<file path="src/pag_pkg.sv">
/*
 * Constants for the six-bit port A general-purpose I/O block.
 * Assumes a byte-wide register port and a single core clock.
 */
// Overview of operation
// - Port A has a six-bit output latch, one bit per pin.
// - Each pin has its own direction bit in port_a_direction.
// - Direction bit one puts the pin driver in high impedance.
// - Direction bit zero drives the pin with the latch bit.
// - Reading port_a_data returns pin levels; writing updates the latch.
// - Writes are read-modify-write: sample pins, modify, store into latch. Here only set and clear do so; a data write stores wrData directly.
// - Bit 4 is open drain: pulls low, releases when one is output.
// - The bit 4 pin also feeds the Timer0 external clock input.
// - Analog config bits select digital or analog use per remaining pin.
// - After reset analog-capable pins are analog and read as zero.
// - Direction bits still control drivers while a pin is analog.
// - An enabled sharing peripheral takes the pin from general I/O.

package pag_pkg;

   // -----------------------------------------------------------------
   // Widths and field positions
   // -----------------------------------------------------------------
   localparam int          PAG_PORT_W  = 6;
   localparam int          PAG_DATA_W  = 8;
   localparam int          PAG_ADDR_W  = 8;
   localparam int          PAG_OD_BIT  = 4;

   // -----------------------------------------------------------------
   // Register offsets
   // -----------------------------------------------------------------
   localparam logic [7:0]  PAG_OFF_DATA   = 8'h00;
   localparam logic [7:0]  PAG_OFF_DIR    = 8'h01;
   localparam logic [7:0]  PAG_OFF_ANALOG = 8'h02;
   localparam logic [7:0]  PAG_OFF_SET    = 8'h03;
   localparam logic [7:0]  PAG_OFF_CLR    = 8'h04;
   localparam logic [7:0]  PAG_OFF_PERIPH = 8'h05;

   // -----------------------------------------------------------------
   // Reset values and masks
   // -----------------------------------------------------------------
   localparam logic [5:0]  PAG_DATA_RST   = 6'h00;
   localparam logic [5:0]  PAG_DIR_RST    = 6'h3F;
   localparam logic [5:0]  PAG_ANALOG_RST = 6'h2F;
   localparam logic [5:0]  PAG_ANALOG_CAP = 6'h2F;
   localparam logic [5:0]  PAG_PERIPH_RST = 6'h00;
   localparam logic [7:0]  PAG_RD_ZERO    = 8'h00;

endpackage

</file>
<file path="src/pag_pin_if.sv">
/*
 * Carrier for raw pin levels and their synchronised copies.
 * Assumes both ends run on the core clock.
 */
`timescale 1ns/1ns

interface pag_pin_if;
   logic [5:0] pinRaw;    // Asynchronous pin levels.
   logic [5:0] pinLevel;  // Levels after two flip-flops.

   modport syncer (input pinRaw, output pinLevel);
   modport core   (output pinRaw, input pinLevel);
endinterface

</file>
<file path="src/pag_pin_sync.sv">
/*
 * Two-stage synchroniser bank for the port A pin inputs.
 * Assumes pins change freely with respect to clk_sys.
 */
`timescale 1ns/1ns

module pag_pin_sync (
   input  wire logic  clk_sys,  // Core clock.
   input  wire logic  rstn,     // Asynchronous reset, active low.
   input  wire logic  ce,       // Clock enable.
   pag_pin_if.syncer  pins      // Raw in, synchronised out.
);

   logic [5:0] stage1;
   logic [5:0] stage2;

   // -----------------------------------------------------------------
   // Synchroniser stages
   // -----------------------------------------------------------------
   // The first stage is read by the second stage only, to contain
   // metastability.
   always_ff @(posedge clk_sys or negedge rstn) begin
      if (!rstn) begin
         stage1 <= 6'h00;
         stage2 <= 6'h00;
      end else if (ce) begin
         stage1 <= pins.pinRaw;
         stage2 <= stage1;
      end
   end

   assign pins.pinLevel = stage2;

endmodule // pag_pin_sync

</file>
<file path="src/pag_port_a_gpio.sv">
/*
 * Port A general-purpose I/O: data latch, direction, analog select,
 * peripheral ownership and the Timer0 clock tap, behind a byte-wide
 * register port with read data one cycle after the read strobe.
 * Assumes the pad drives pinIn from the resolved pad level and that
 * the bit 4 pad is wired as open drain.
 */
// Strobed register access and the register addresses are this design's own decisions.
`timescale 1ns/1ns

module pag_port_a_gpio (
   input  wire logic        clk_sys,               // Core clock, 25 MHz.
   input  wire logic        rstn,                  // Async reset, low.
   input  wire logic        ce,                    // Clock enable.
   input  wire logic [7:0]  addr,                  // Register address.
   input  wire logic [7:0]  wrData,                // Write data.
   input  wire logic        wrStb,                 // Write strobe.
   input  wire logic        rdStb,                 // Read strobe.
   output logic      [7:0]  rdData,                // Read data.
   input  wire logic [5:0]  pinIn,                 // Pad input levels.
   output logic      [5:0]  pinOut,                // Pad output value.
   output logic      [5:0]  pinOe,                 // Pad output enable.
   input  wire logic [5:0]  periphOut,             // Peripheral output.
   input  wire logic [5:0]  periphOe,              // Peripheral enable.
   output logic      [5:0]  analogSelect,          // Pins in analog use.
   output logic             timer0ExternalClockIn  // Timer0 clock tap.
);

   // -----------------------------------------------------------------
   // State
   // -----------------------------------------------------------------
   logic [5:0] portADataLatch;
   logic [5:0] portADirection;
   logic [5:0] analogConfigReg1;
   logic [5:0] periphOwn;
   logic [5:0] next_portADataLatch;
   logic [7:0] next_rdData;

   // -----------------------------------------------------------------
   // Pin synchronisers
   // -----------------------------------------------------------------
   pag_pin_if pinBus ();

   assign pinBus.pinRaw = pinIn;

   pag_pin_sync u_sync (
      .clk_sys (clk_sys),
      .rstn    (rstn),
      .ce      (ce),
      .pins    (pinBus)
   );

   // -----------------------------------------------------------------
   // Address decode
   // -----------------------------------------------------------------
   function automatic logic hit(input logic [7:0] a,
                                input logic [7:0] off);
      hit = (a == off);
   endfunction

   wire wrData_h   = wrStb & hit(addr, pag_pkg::PAG_OFF_DATA);
   wire wrDir_h    = wrStb & hit(addr, pag_pkg::PAG_OFF_DIR);
   wire wrAnalog_h = wrStb & hit(addr, pag_pkg::PAG_OFF_ANALOG);
   wire wrSet_h    = wrStb & hit(addr, pag_pkg::PAG_OFF_SET);
   wire wrClr_h    = wrStb & hit(addr, pag_pkg::PAG_OFF_CLR);
   wire wrPeriph_h = wrStb & hit(addr, pag_pkg::PAG_OFF_PERIPH);

   // -----------------------------------------------------------------
   // Pin read value
   // -----------------------------------------------------------------
   // Analog pins read as zero so software never sees a half level.
   wire [5:0] readPins = pinBus.pinLevel & ~analogConfigReg1;

   // -----------------------------------------------------------------
   // Read-modify-write of the latch
   // -----------------------------------------------------------------
   // Set and clear start from the sampled pins, not the latch, so a pin
   // held low by the board is stored low; this is the known hazard of
   // read-modify-write on an open-drain or loaded pin.
   wire [5:0] wrBits = wrData[5:0];
   always_comb begin
      next_portADataLatch = portADataLatch;
      if (wrData_h)
         next_portADataLatch = wrBits;
      else if (wrSet_h)
         next_portADataLatch = readPins | wrBits;
      else if (wrClr_h)
         next_portADataLatch = readPins & ~wrBits;
   end

   // -----------------------------------------------------------------
   // Register storage
   // -----------------------------------------------------------------
   // Reset leaves every pin an input and the capable pins analog.
   always_ff @(posedge clk_sys or negedge rstn) begin
      if (!rstn) begin
         portADataLatch   <= pag_pkg::PAG_DATA_RST;
         portADirection   <= pag_pkg::PAG_DIR_RST;
         analogConfigReg1 <= pag_pkg::PAG_ANALOG_RST;
         periphOwn        <= pag_pkg::PAG_PERIPH_RST;
      end else if (ce) begin
         portADataLatch <= next_portADataLatch;
         if (wrDir_h)
            portADirection <= wrBits;
         if (wrAnalog_h)
            analogConfigReg1 <= wrBits & pag_pkg::PAG_ANALOG_CAP;
         if (wrPeriph_h)
            periphOwn <= wrBits;
      end
   end

   // -----------------------------------------------------------------
   // Read data path
   // -----------------------------------------------------------------
   // Unmapped addresses read zero; bits 7 and 6 are always zero.
   always_comb begin
      next_rdData = pag_pkg::PAG_RD_ZERO;
      if (rdStb) begin
         case (addr)
            pag_pkg::PAG_OFF_DATA:   next_rdData = {2'b00, readPins};
            pag_pkg::PAG_OFF_DIR:    next_rdData = {2'b00, portADirection};
            pag_pkg::PAG_OFF_ANALOG: next_rdData = {2'b00, analogConfigReg1};
            pag_pkg::PAG_OFF_SET:    next_rdData = {2'b00, portADataLatch};
            pag_pkg::PAG_OFF_CLR:    next_rdData = {2'b00, portADataLatch};
            pag_pkg::PAG_OFF_PERIPH: next_rdData = {2'b00, periphOwn};
            default:                 next_rdData = pag_pkg::PAG_RD_ZERO;
         endcase
      end
   end

   // Data stands only in the cycle after the strobe.
   always_ff @(posedge clk_sys or negedge rstn) begin
      if (!rstn)
         rdData <= pag_pkg::PAG_RD_ZERO;
      else if (ce)
         rdData <= next_rdData;
   end

   // -----------------------------------------------------------------
   // Pin drivers
   // -----------------------------------------------------------------
   // Analog selection does not gate the driver; only direction and
   // peripheral ownership do.
   genvar gi;
   generate
      for (gi = 0; gi < pag_pkg::PAG_PORT_W; gi++) begin : g_pin
         wire gpioOe = ~portADirection[gi];
         if (gi == pag_pkg::PAG_OD_BIT) begin : g_od
            // Open drain: enable only when driving a zero.
            assign pinOut[gi] = 1'b0;
            assign pinOe[gi]  = periphOwn[gi] ? (periphOe[gi] & ~periphOut[gi])
                                              : (gpioOe & ~portADataLatch[gi]);
         end else begin : g_cmos
            assign pinOut[gi] = periphOwn[gi] ? periphOut[gi]
                                              : portADataLatch[gi];
            assign pinOe[gi]  = periphOwn[gi] ? periphOe[gi] : gpioOe;
         end
      end
   endgenerate

   // -----------------------------------------------------------------
   // Side outputs
   // -----------------------------------------------------------------
   // The timer tap follows the pin even while a peripheral owns it; the
   // timer only listens, so it never contends for the pad.
   assign timer0ExternalClockIn = pinBus.pinLevel[pag_pkg::PAG_OD_BIT];
   assign analogSelect          = analogConfigReg1;

   generate
      for (gi = 0; gi < pag_pkg::PAG_PORT_W; gi++) begin : g_chk

      end
   endgenerate
endmodule // pag_port_a_gpio

</file>
<file path="config.mk">
export PLATFORM = sky130hd
export DESIGN_NAME = pag_port_a_gpio
export DESIGN_NICKNAME = d
export VERILOG_FILES = /design/src/pag_pkg.sv /design/src/pag_pin_if.sv /design/src/pag_pin_sync.sv /design/src/pag_port_a_gpio.sv
export SDC_FILE = /design/constraint.sdc
export NUM_CORES = 1
export LEC_CHECK = 0
export BUFFER_PORTS_ARGS = -buffer_cell sky130_fd_sc_hd__clkbuf_2
export CAP_MARGIN = 20
export CELL_PAD_IN_SITES_DETAIL_PLACEMENT = 1
export CELL_PAD_IN_SITES_GLOBAL_PLACEMENT = 2
export CORE_ASPECT_RATIO = 0.6
export CORE_MARGIN = 2
export CORE_UTILIZATION = 34
export CTS_CLUSTER_SIZE = 30
export DETAILED_ROUTE_END_ITERATION = 7
export GPL_TIMING_DRIVEN = 0
export PLACE_DENSITY_LB_ADDON = 0.05
export SYNTH_ARGS = -nofsm -noshare
export SYNTH_HDL_FRONTEND = slang
export SYNTH_SLANG_ARGS = --single-unit
</file>
<file path="constraint.sdc">
create_clock -name clk_sys -period 2.53 [get_ports clk_sys]
set_clock_uncertainty 0.2 [all_clocks]
set_input_delay 0.506 -clock clk_sys [delete_from_list [all_inputs] [get_ports clk_sys]]
set_output_delay 0.506 -clock clk_sys [all_outputs]
set_load 0.05 [all_outputs]
</file>
==> metrics.md, run 1 <==
| Metric | Value |
|---|---|
| Max-cap violation count | `0` |
| Worst vdd ir | `roughly 240 uV` |
| Final hold viol count | `0` |
| YS warnings | `0` |
| Initial Utilization | `approximately 35%` |
| Avg Inst Size Synth | `between 10 and 15 sq um` |
| Ys async rst share | `100%` |
| DR vias | `around 1800` |
| CP endpoint kind | `register` |
| First drt pass iteration count | `4` |
| # setup viols final | `0` |
| Number of synthesized flops with an enable pin | `0` |
| Simple-gate share of the synthesized area | `between 10% and 20%` |
| Total power | `~1.5 mW` |
| Row count | `22` |
| Cell breakdown of the critical path | `clkbuf_2, or4_4, a2111oi_2, a22oi_1, a21oi_1` |
| Tcrit/Tclk final | `roughly 90%` |
| Critical Path AT | `~2300 ps` |
| Design area | `around 0.0027 sq mm` |
| Post-Synth XOR/XNOR Area | `0%` |
| CTS Root Cell | `clkbuf_8` |
| Worst-path clk slew | `approximately 80 ps` |
| Post-DR vias/cell | `just over 5` |
| Clk buf depth | `2` |
| Unrepaired setup endpoints after global routing | `false` |
| Filler Cells Inserted | `726` |
| Peak Freq | `between 400 and 500 MHz` |
| Sequential area share after synthesis | `~48%` |
| Die height | `66.1 um` |
| Tot GR Track Use | `between 10% and 20%` |
| Worst setup SP type | `primary input` |
| CTS H-tree depth | `2` |
| LEAKAGE | `between 1 and 1.5 nW` |
| Largest net degree at the start of global routing | `42` |
| Final Util | `44.1%` |
| Critical Path RT | `2550 ps` |
| Synth Flop Type | `dfrtp_1` |
| Die width | `between 100 and 150 um` |
| Core area | `approximately 0.006 sq mm` |
| Initial antenna violation count | `0` |
| Clock Latency Late Sink | `just under 300 ps` |
| Routed len/inst | `around 16 um` |
| Synth unique cells | `36` |
| Total clock buffers created by CTS | `5` |
| Num ports | `66` |
| Critical path's top delay family | `compound AO/OA/AOI/OAI gates` |
| Worst Path Max Fanout | `6` |
| Main combinational cell family by area after synthesis | `multiplexers` |
| Ant. Diodes | `0` |
| P per Cell Area | `555 mW/mm^2` |
| Share of layout cells above drive strength 1 | `around 44%` |
| Placer's final routability congestion estimate | `0.722` |
| Buffers & Inverters on Critical Path | `1` |
| RR Startpoint | `periphOwn[3]` |
| Fin nets | `slightly above 300` |
| Drt total wl | `5660 um` |
| DIE AREA | `roughly 0.0071 sq mm` |
| Fin crit period | `around 2300 ps` |
| Crit path launch | `addr[5]` |
| Dpl hpwl | `between 4000 and 5000 um` |
| Pins Over Slew Limit | `0` |
| Worst rel slew slack | `41.6%` |
| Multiplexer share of the synthesized area | `about a fifth` |
| Adder-Cell Fraction of Synth Area | `0%` |
| Global-route wire length before repair | `9280 um` |
| Port bufs | `57` |
| DRC Markers | `0` |
| CTS Sinks | `41` |
| Mapped Area | `between 0.002 and 0.0025 sq mm` |
| Status | `completed` |
| Mapped Cells | `~200` |
| Total gr overflow | `0` |
| CP Class | `primary input to register` |
| CTS tree | `yes` |
| Slowest cell on crit path | `a2111oi_2` |
| Post-CTS sizing | `0` |
| 1st-iter DRT viols | `24` |
| Worst Tran Pin Value | `about 870 ps` |
| Hold_sp | `pinIn[3]` |
| Final hold slack | `between 200 and 250 ps` |
| Synth Register Bits | `41` |
| Worst Hold Class | `primary input to register` |
| Synth Area in Compound Gates | `between 10 and 15%` |
| Layout area overhead | `24.4%` |
| Area after DPL | `approximately 0.0026 sq mm` |
| Vias in the first global route | `around 1800` |
| Worst path max stage delay | `slightly below 800 ps` |
| ANT nets after route | `0` |
## area by class of cell
| type | count | area (sq um) | share of cell area (%) |
|---|---|---|---|
| plain buffers | 16 | 80.1 | 2.94 |
| clock buffers | 7 | 96.3 | 3.54 |
| clock inverters | 1 | 5.00 | 0.184 |
| inverters | 4 | 15.0 | 0.552 |
| multi-input cells | 145 | 1060 | 39.1 |
| flip-flops and latches | 41 | 1040 | 38.2 |
| well taps | 84 | 105 | 3.86 |
| repair buffers | 59 | 315 | 11.6 |
## logic make-up after synthesis
logic type	count (synthesis)
compound gates	45
buf+inv	20
flops	41
mux	38
other cells	1
simple gates	58
## cells in the mapped netlist, types with 4 or more instances
cell	n	area, sq um
a21oi_1	9	45.0
a22oi_1	7	52.6
buf_2	4	20.0
buf_4	4	30.0
clkbuf_1	8	30.0
dfrtp_1	30	751
dfstp_2	11	289
mux2_1	6	67.6
mux2_2	28	315
mux2i_1	4	40.0
nand2_1	19	71.3
nand2b_1	7	43.8
nor2_1	15	56.3
o21ai_0	11	55.1
o2bb2ai_1	4	35.0
## cell usage in the layout (no fill, tap or decap), drive strengths merged, types with 3 or more instances in the layout
cell	count
clkbuf	72
mux2	34
dfrtp	30
nand2	19
nor2	15
o21ai	11
dfstp	11
a21oi	9
buf	9
nand2b	7
a22oi	7
mux2i	4
o2bb2ai	4
conb	4
inv	4
a22o	3
nand3b	3
nand4b	3
o221ai	3
## routing by layer
| metal | vias up | share of wire, % | track usage [%] |
|---|---|---|---|
| met3 | 7 | 4.0 | 3.84 |
| met4 | 0 | 0.90 | 3.37 |
| met1 | 893 | 51 | 23.9 |
| met5 | - | 0 | 0 |
| li1 | 872 | - | - |
| met2 | 38 | 44 | 27.0 |
## stage by stage
step                      instances  TNS, ps  setup slack (ps)
after CTS                       355        0               231
after global routing            357        0               106
final                           357        0               209
after detailed placement        347     -629             -58.5
after global placement          347     -304             -36.3
after floorplan                 206        0               171
## state kept, by name, summed over array words and instances (netlist names)
| signal | flops |
|---|---|
| portADataLatch | 6 |
| rdData | 6 |
| portADirection | 6 |
| analogSelect | 5 |
| u_sync.stage1 | 6 |
| u_sync.pins.pinLevel | 6 |
| periphOwn | 6 |
## power by group
| part | leakage (nW) | internal [mW] | total [mW] | switching [mW] |
|---|---|---|---|---|
| Clock | 0.0542 | 0.247 | 0.469 | 0.223 |
| Sequential | 0.502 | 0.701 | 0.735 | 0.0337 |
| Combinational | 0.667 | 0.111 | 0.305 | 0.195 |
## worst paths after layout
kind                                          end  slack [ps]  cells after the start
min in group asynchronous       portADataLatch[1]         480                      2
worst min register to register          rdData[1]         300                      1
worst max-delay path            portADataLatch[1]         210                      5
worst min-delay path             u_sync.stage1[3]         250                      2
worst max register to register          rdData[3]        1090                      3
max in group asynchronous         analogSelect[3]        1090                      3
## worst register-to-register path: stages, from the launching register on
cell and delay, ps:
dfrtp_1 440, a22o_1 220, a221oi_1 340, a22oi_1 110
## repair_timing
action / in CTS / in global routing
buffers inserted: 0 / 0
endpoints found under the hold margin: 0 / 10
hold buffers: 0 / 1
Power figures use the tool's default switching activity.
==> run 2, diff against run 1 <==
--- a/config.mk
+++ b/config.mk
@@ -11,7 +11,7 @@
 export CELL_PAD_IN_SITES_GLOBAL_PLACEMENT = 2
 export CORE_ASPECT_RATIO = 0.6
 export CORE_MARGIN = 2
-export CORE_UTILIZATION = 34
+export CORE_UTILIZATION = 31
 export CTS_CLUSTER_SIZE = 30
 export DETAILED_ROUTE_END_ITERATION = 7
 export GPL_TIMING_DRIVEN = 0
==> constraint.sdc (replaced) <==
create_clock -name clk_sys -period 2.3 [get_ports clk_sys]
set_clock_uncertainty 0.2 [all_clocks]
set_input_delay 0.46 -clock clk_sys [delete_from_list [all_inputs] [get_ports clk_sys]]
set_output_delay 0.46 -clock clk_sys [all_outputs]
set_load 0.05 [all_outputs]
==> metrics.md, run 2 (synthesis results as in run 1) <==
| Metric | Value |
|---|---|
| Switching share of power | `approximately 28%` |
| ANT nets after route | `0` |
| Fin nets | `between 300 and 400` |
| Most common cell after layout, fill and taps aside | `clkbuf_2` |
| Layout area overhead | `29.4%` |
| Post-DR vias/cell | `a little over 5` |
| Dpl hpwl | `about 4600 um` |
| Critical Path AT | `2140 ps` |
| Combinational Power Share | `~18%` |
| Routed len/inst | `approximately 17 um` |
| Filler Cells Inserted | `765` |
| Core area | `approximately 0.0068 sq mm` |
| Die height | `about 69 um` |
| CP Class | `primary input to register` |
| Port bufs | `57` |
| LEAKAGE | `around 1.3 nW` |
| Worst rel slew slack | `about three fifths` |
| Worst Tran Pin Value | `615 ps` |
| Sw Pwr | `0.555 mW` |
| First drt pass iteration count | `5` |
| Worst Hold Class | `primary input to register` |
| Unrepaired setup endpoints after global routing | `false` |
| Inst Count DP | `350` |
| Placer's final routability congestion estimate | `around 0.76` |
| Worst vdd ir | `340 uV` |
| Die width | `approximately 110 um` |
| Clock Latency Late Sink | `between 200 and 300 ps` |
| DP Worst Slack | `-239 ps` |
| Worst Path Max Fanout | `6` |
| Final Util | `41.9%` |
| Share of layout cells above drive strength 1 | `around 44%` |
| Ant. Diodes | `0` |
| Flop pwr share | `slightly above 40%` |
| Fin crit period | `2170 ps` |
| DIE AREA | `around 0.0078 sq mm` |
| 1st-iter DRT viols | `between 50 and 60` |
| DRC Markers | `0` |
| Row count | `23` |
| Total clock buffers created by CTS | `5` |
| Status | `completed` |
| Sequential Area | `just over 0.001 sq mm` |
| Worst-path clk slew | `about 60 ps` |
| CTS tree | `yes` |
| Num ports | `66` |
| CTS Sinks | `41` |
| Clock power frac | `around two fifths` |
| Area after DPL | `between 0.002 and 0.003 sq mm` |
| Initial antenna violation count | `0` |
| Total gr overflow | `0` |
| Non-Filler Instances | `between 300 and 400` |
| Peak Freq | `460 MHz` |
| CP endpoint kind | `register` |
| Clk buf depth | `2` |
| Initial Utilization | `around 32%` |
| Vias in the first global route | `between 1500 and 2000` |
| Most frequent cells in the layout | `clkbuf_2, dfrtp_1, mux2_2, nand2_1, nor2_1` |
| Critical Path RT | `about 2300 ps` |
| DR vias | `~1800` |
| Tcrit/Tclk final | `around 94%` |
| Max-cap violation count | `0` |
| CTS H-tree depth | `2` |
| Final hold viol count | `0` |
| Drt total wl | `5980 um` |
| P per Cell Area | `around 700 mW/mm^2` |
| CTS Root Cell | `clkbuf_16` |
| Worst setup margin | `127 ps` |
| Design area | `~0.0028 sq mm` |
| Global-route wire length before repair | `10300 um` |
| Pins Over Slew Limit | `0` |
| Worst setup SP type | `primary input` |
| # setup viols final | `0` |
| Tot GR Track Use | `around 17%` |
| Multi-input logic area | `between 0.001 and 0.0015 sq mm` |
| Pint | `~1.4 mW` |
| Largest net degree at the start of global routing | `42` |
==> run 2: what timing repair did <==
item                                    4_1_cts  5_1_grt
hold endpoints to repair                      0        8
hold buffers                                  0        1
resized for setup                             0        2
setup buffers                                 0        0
endpoints found under the setup margin        0        9
==> run 2: layout make-up <==
class	count	share of cell area [%]
plain buffers	16	2.83
repair buffers	59	11.4
inverters	4	0.530
well taps	87	3.84
clock inverters	3	1.63
flip-flops and latches	41	36.7
clock buffers	5	4.42
multi-input cells	145	38.6
==> run 2: routing by layer <==
layer	GRT usage [%]	share of wire, %	wire (um)
met1	24.2	49	2960
met2	25.5	44	2640
met3	4.75	5.4	325
met4	5.15	0.97	58
met5	0	0	0
==> run 2: power by group through the flow <==
stage	clock network (mW)	registers [mW]	logic, mW
after global routing	0.874	0.821	0.377
after detailed placement	0	0.825	0.338
after floorplan	0	0.829	0.218
after global placement	0	0.823	0.333
final	0.811	0.812	0.344
after CTS	0.843	0.812	0.339
==> run 2: worst paths after layout <==
check	start	endpoint	cells after the start	slack [ps]
max	addr[5]	periphOwn[4]	6	130
min	pinIn[2]	u_sync.stage1[2]	2	200
min reg2reg	u_sync.stage1[1]	u_sync.pins.pinLevel[1]	1	300
min in group asynchronous	rstn	u_sync.stage1[1]	2	490
max in group asynchronous	rstn	analogSelect[5]	3	810
max reg2reg	periphOwn[3]	rdData[3]	3	860
==> run 2: stage by stage <==
stage	TNS [ps]	total power, mW	hold WS (ps)
3_3_place_gp	-3570	1.16	273
2_1_floorplan	0	1.05	-35.6
4_1_cts	0	1.99	182
3_5_place_dp	-3860	1.16	293
6_report	0	1.97	200
5_1_grt	0	2.07	196
==> run 2: critical path, cell delays in order <==
cell and delay (ps):
clkbuf_2 90, or3_1 400, nor4_4 200, or3b_1 370
clkbuf_1 240, mux2_1 370
==> run 3, diff against run 2 <==
--- a/config.mk
+++ b/config.mk
@@ -5,15 +5,15 @@
 export SDC_FILE = /design/constraint.sdc
 export NUM_CORES = 1
 export LEC_CHECK = 0
-export BUFFER_PORTS_ARGS = -buffer_cell sky130_fd_sc_hd__clkbuf_2
 export CAP_MARGIN = 20
 export CELL_PAD_IN_SITES_DETAIL_PLACEMENT = 1
 export CELL_PAD_IN_SITES_GLOBAL_PLACEMENT = 2
 export CORE_ASPECT_RATIO = 0.6
 export CORE_MARGIN = 2
-export CORE_UTILIZATION = 31
+export CORE_UTILIZATION = 38
 export CTS_CLUSTER_SIZE = 30
 export DETAILED_ROUTE_END_ITERATION = 7
+export DONT_BUFFER_PORTS = 1
 export GPL_TIMING_DRIVEN = 0
 export PLACE_DENSITY_LB_ADDON = 0.05
 export SYNTH_ARGS = -nofsm -noshare
==> metrics.md, run 3 (synthesis results as in run 1) <==
| Metric | Value |
|---|---|
| Status | `completed` |
| Row count | `21` |
| # setup viols final | `0` |
| Final hold slack | `roughly 97 ps` |
| CP endpoint kind | `output port` |
| Peak Freq | `455 MHz` |
| Total clock buffers created by CTS | `5` |
| WP depth | `1` |
| Worst vdd ir | `around 360 uV` |
| Total power | `1.70 mW` |
| DR vias | `1634` |
| Tot GR Track Use | `19.5%` |
| Post-DR vias/cell | `around 5.5` |
| First drt pass iteration count | `6` |
| Crit path to | `pinOe[3]` |
| Final hold viol count | `0` |
| Worst setup SP type | `register` |
| Die width | `102 um` |
| Most common cell after layout, fill and taps aside | `dfrtp_1` |
| Layout area overhead | `12.8%` |
| Critical Path RT | `between 1500 and 2000 ps` |
| Port bufs | `0` |
| Filler Cells Inserted | `between 600 and 700` |
| Worst Hold Class | `primary input to register` |
| Die height | `between 60 and 70 um` |
| RR Startpoint | `u_sync.pins.pinLevel[4]` |
| Slowest cell on crit path | `o21ai_1` |
| DIE AREA | `roughly 0.0064 sq mm` |
| Max-cap violation count | `0` |
| Global-route wire length before repair | `around 9600 um` |
| CTS H-tree depth | `2` |
| Vias in the first global route | `roughly 1800` |
| Tcrit/Tclk final | `95.6%` |
| Fin crit period | `roughly 2200 ps` |
| Num ports | `66` |
| Worst rel slew slack | `a little over a third` |
| WHS Path Cells | `1` |
| Dpl hpwl | `~4400 um` |
| Drt total wl | `~5800 um` |
| Initial antenna violation count | `0` |
| 1st-iter DRT viols | `73` |
| Worst-path clk slew | `80 ps` |
| Routed len/inst | `approximately 20 um` |
| Critical Path AT | `roughly 1500 ps` |
| CTS Root Cell | `clkbuf_8` |
| CTS Sinks | `41` |
| Total gr overflow | `0` |
| R2R depth | `4` |
| LEAKAGE | `about 1 nW` |
| Clock Latency Late Sink | `roughly 290 ps` |
| Placer's final routability congestion estimate | `roughly 0.8` |
| Ant. Diodes | `0` |
| Unrepaired setup endpoints after global routing | `false` |
| Initial Utilization | `between 30 and 40%` |
| Worst Path Max Fanout | `5` |
| Critical path's top delay family | `compound AO/OA/AOI/OAI gates` |
| CP Class | `register to output port` |
| Worst path max stage delay | `780 ps` |
| ANT nets after route | `0` |
| Clk buf depth | `2` |
| Share of layout cells above drive strength 1 | `29.6%` |
| Fin nets | `approximately 250` |
| Largest net degree at the start of global routing | `between 40 and 50` |
| DRC Markers | `0` |
| Worst Tran Pin Value | `between 900 and 1000 ps` |
| Final Util | `roughly 44%` |
| P per Cell Area | `between 600 and 700 mW/mm^2` |
| Crit path launch | `periphOwn[3]` |
| Core area | `between 0.005 and 0.006 sq mm` |
| Most frequent cells in the layout | `dfrtp_1, mux2_2, nand2_1, nor2_1, dfstp_2` |
| Pins Over Slew Limit | `0` |
| Flop2flop setup slack | `700 ps` |
| Buffers & Inverters on Critical Path | `0` |
| CTS tree | `yes` |
| Cell breakdown of the critical path | `o21ai_1` |
| Reg2reg end | `rdData[4]` |
[run 3: worst min path at each step]
| stage | start | end | slack (ps) |
|---|---|---|---|
| floorplan | rstn | periphOwn[0] | -40 |
| global placement | rstn | u_sync.stage1[1] | -30 |
| detailed placement | rstn | u_sync.stage1[1] | -30 |
| CTS | wrData[1] | periphOwn[1] | 90 |
| global route | wrData[1] | periphOwn[1] | 90 |
| finish | wrData[2] | periphOwn[2] | 100 |
[run 3: cell type report]
class / instances / area (sq um) / area share, %
Timing Repair Buffer: 2 / 30.0 / 1.22
Buffer: 16 / 81.3 / 3.30
Multi-Input combinational cell: 145 / 1080 / 44.0
Inverter: 4 / 15.0 / 0.609
Sequential cell: 41 / 1040 / 42.1
Tap cell: 80 / 100 / 4.06
Clock inverter: 1 / 30.0 / 1.22
Clock buffer: 7 / 86.3 / 3.50
[run 3: metrics by stage]
step	setup TNS [ps]	area, sq um	instances	worst slack (ps)
final	0	2470	296	101
after global routing	0	2470	296	16.2
after CTS	0	2450	296	90.8
after detailed placement	-3310	2310	286	-225
after global placement	-2660	2310	286	-188
after floorplan	0	2210	206	79.6
[run 3: layer usage]
metal | share of wire [%] | GRT usage, % | wire length (um)
met1 | 46 | 27.7 | 2690
met2 | 45 | 30.1 | 2650
met3 | 8.0 | 5.48 | 467
met4 | 0.53 | 3.83 | 31
met5 | 0 | 0 | 0
[run 3: repair_timing]
action | CTS | global route
buffers inserted | 0 | 0
resized for setup | 0 | 3
endpoints found under the hold margin | 41 | 0
setup endpoints to repair | 0 | 6
hold buffers | 2 | 0
[run 3: power by group]
group	internal (mW)	leakage [nW]	switching [mW]	total [mW]
registers	0.772	0.502	0.0582	0.830
clock network	0.354	0.0585	0.248	0.602
logic	0.0908	0.430	0.181	0.271
total	1.22	0.991	0.487	1.70
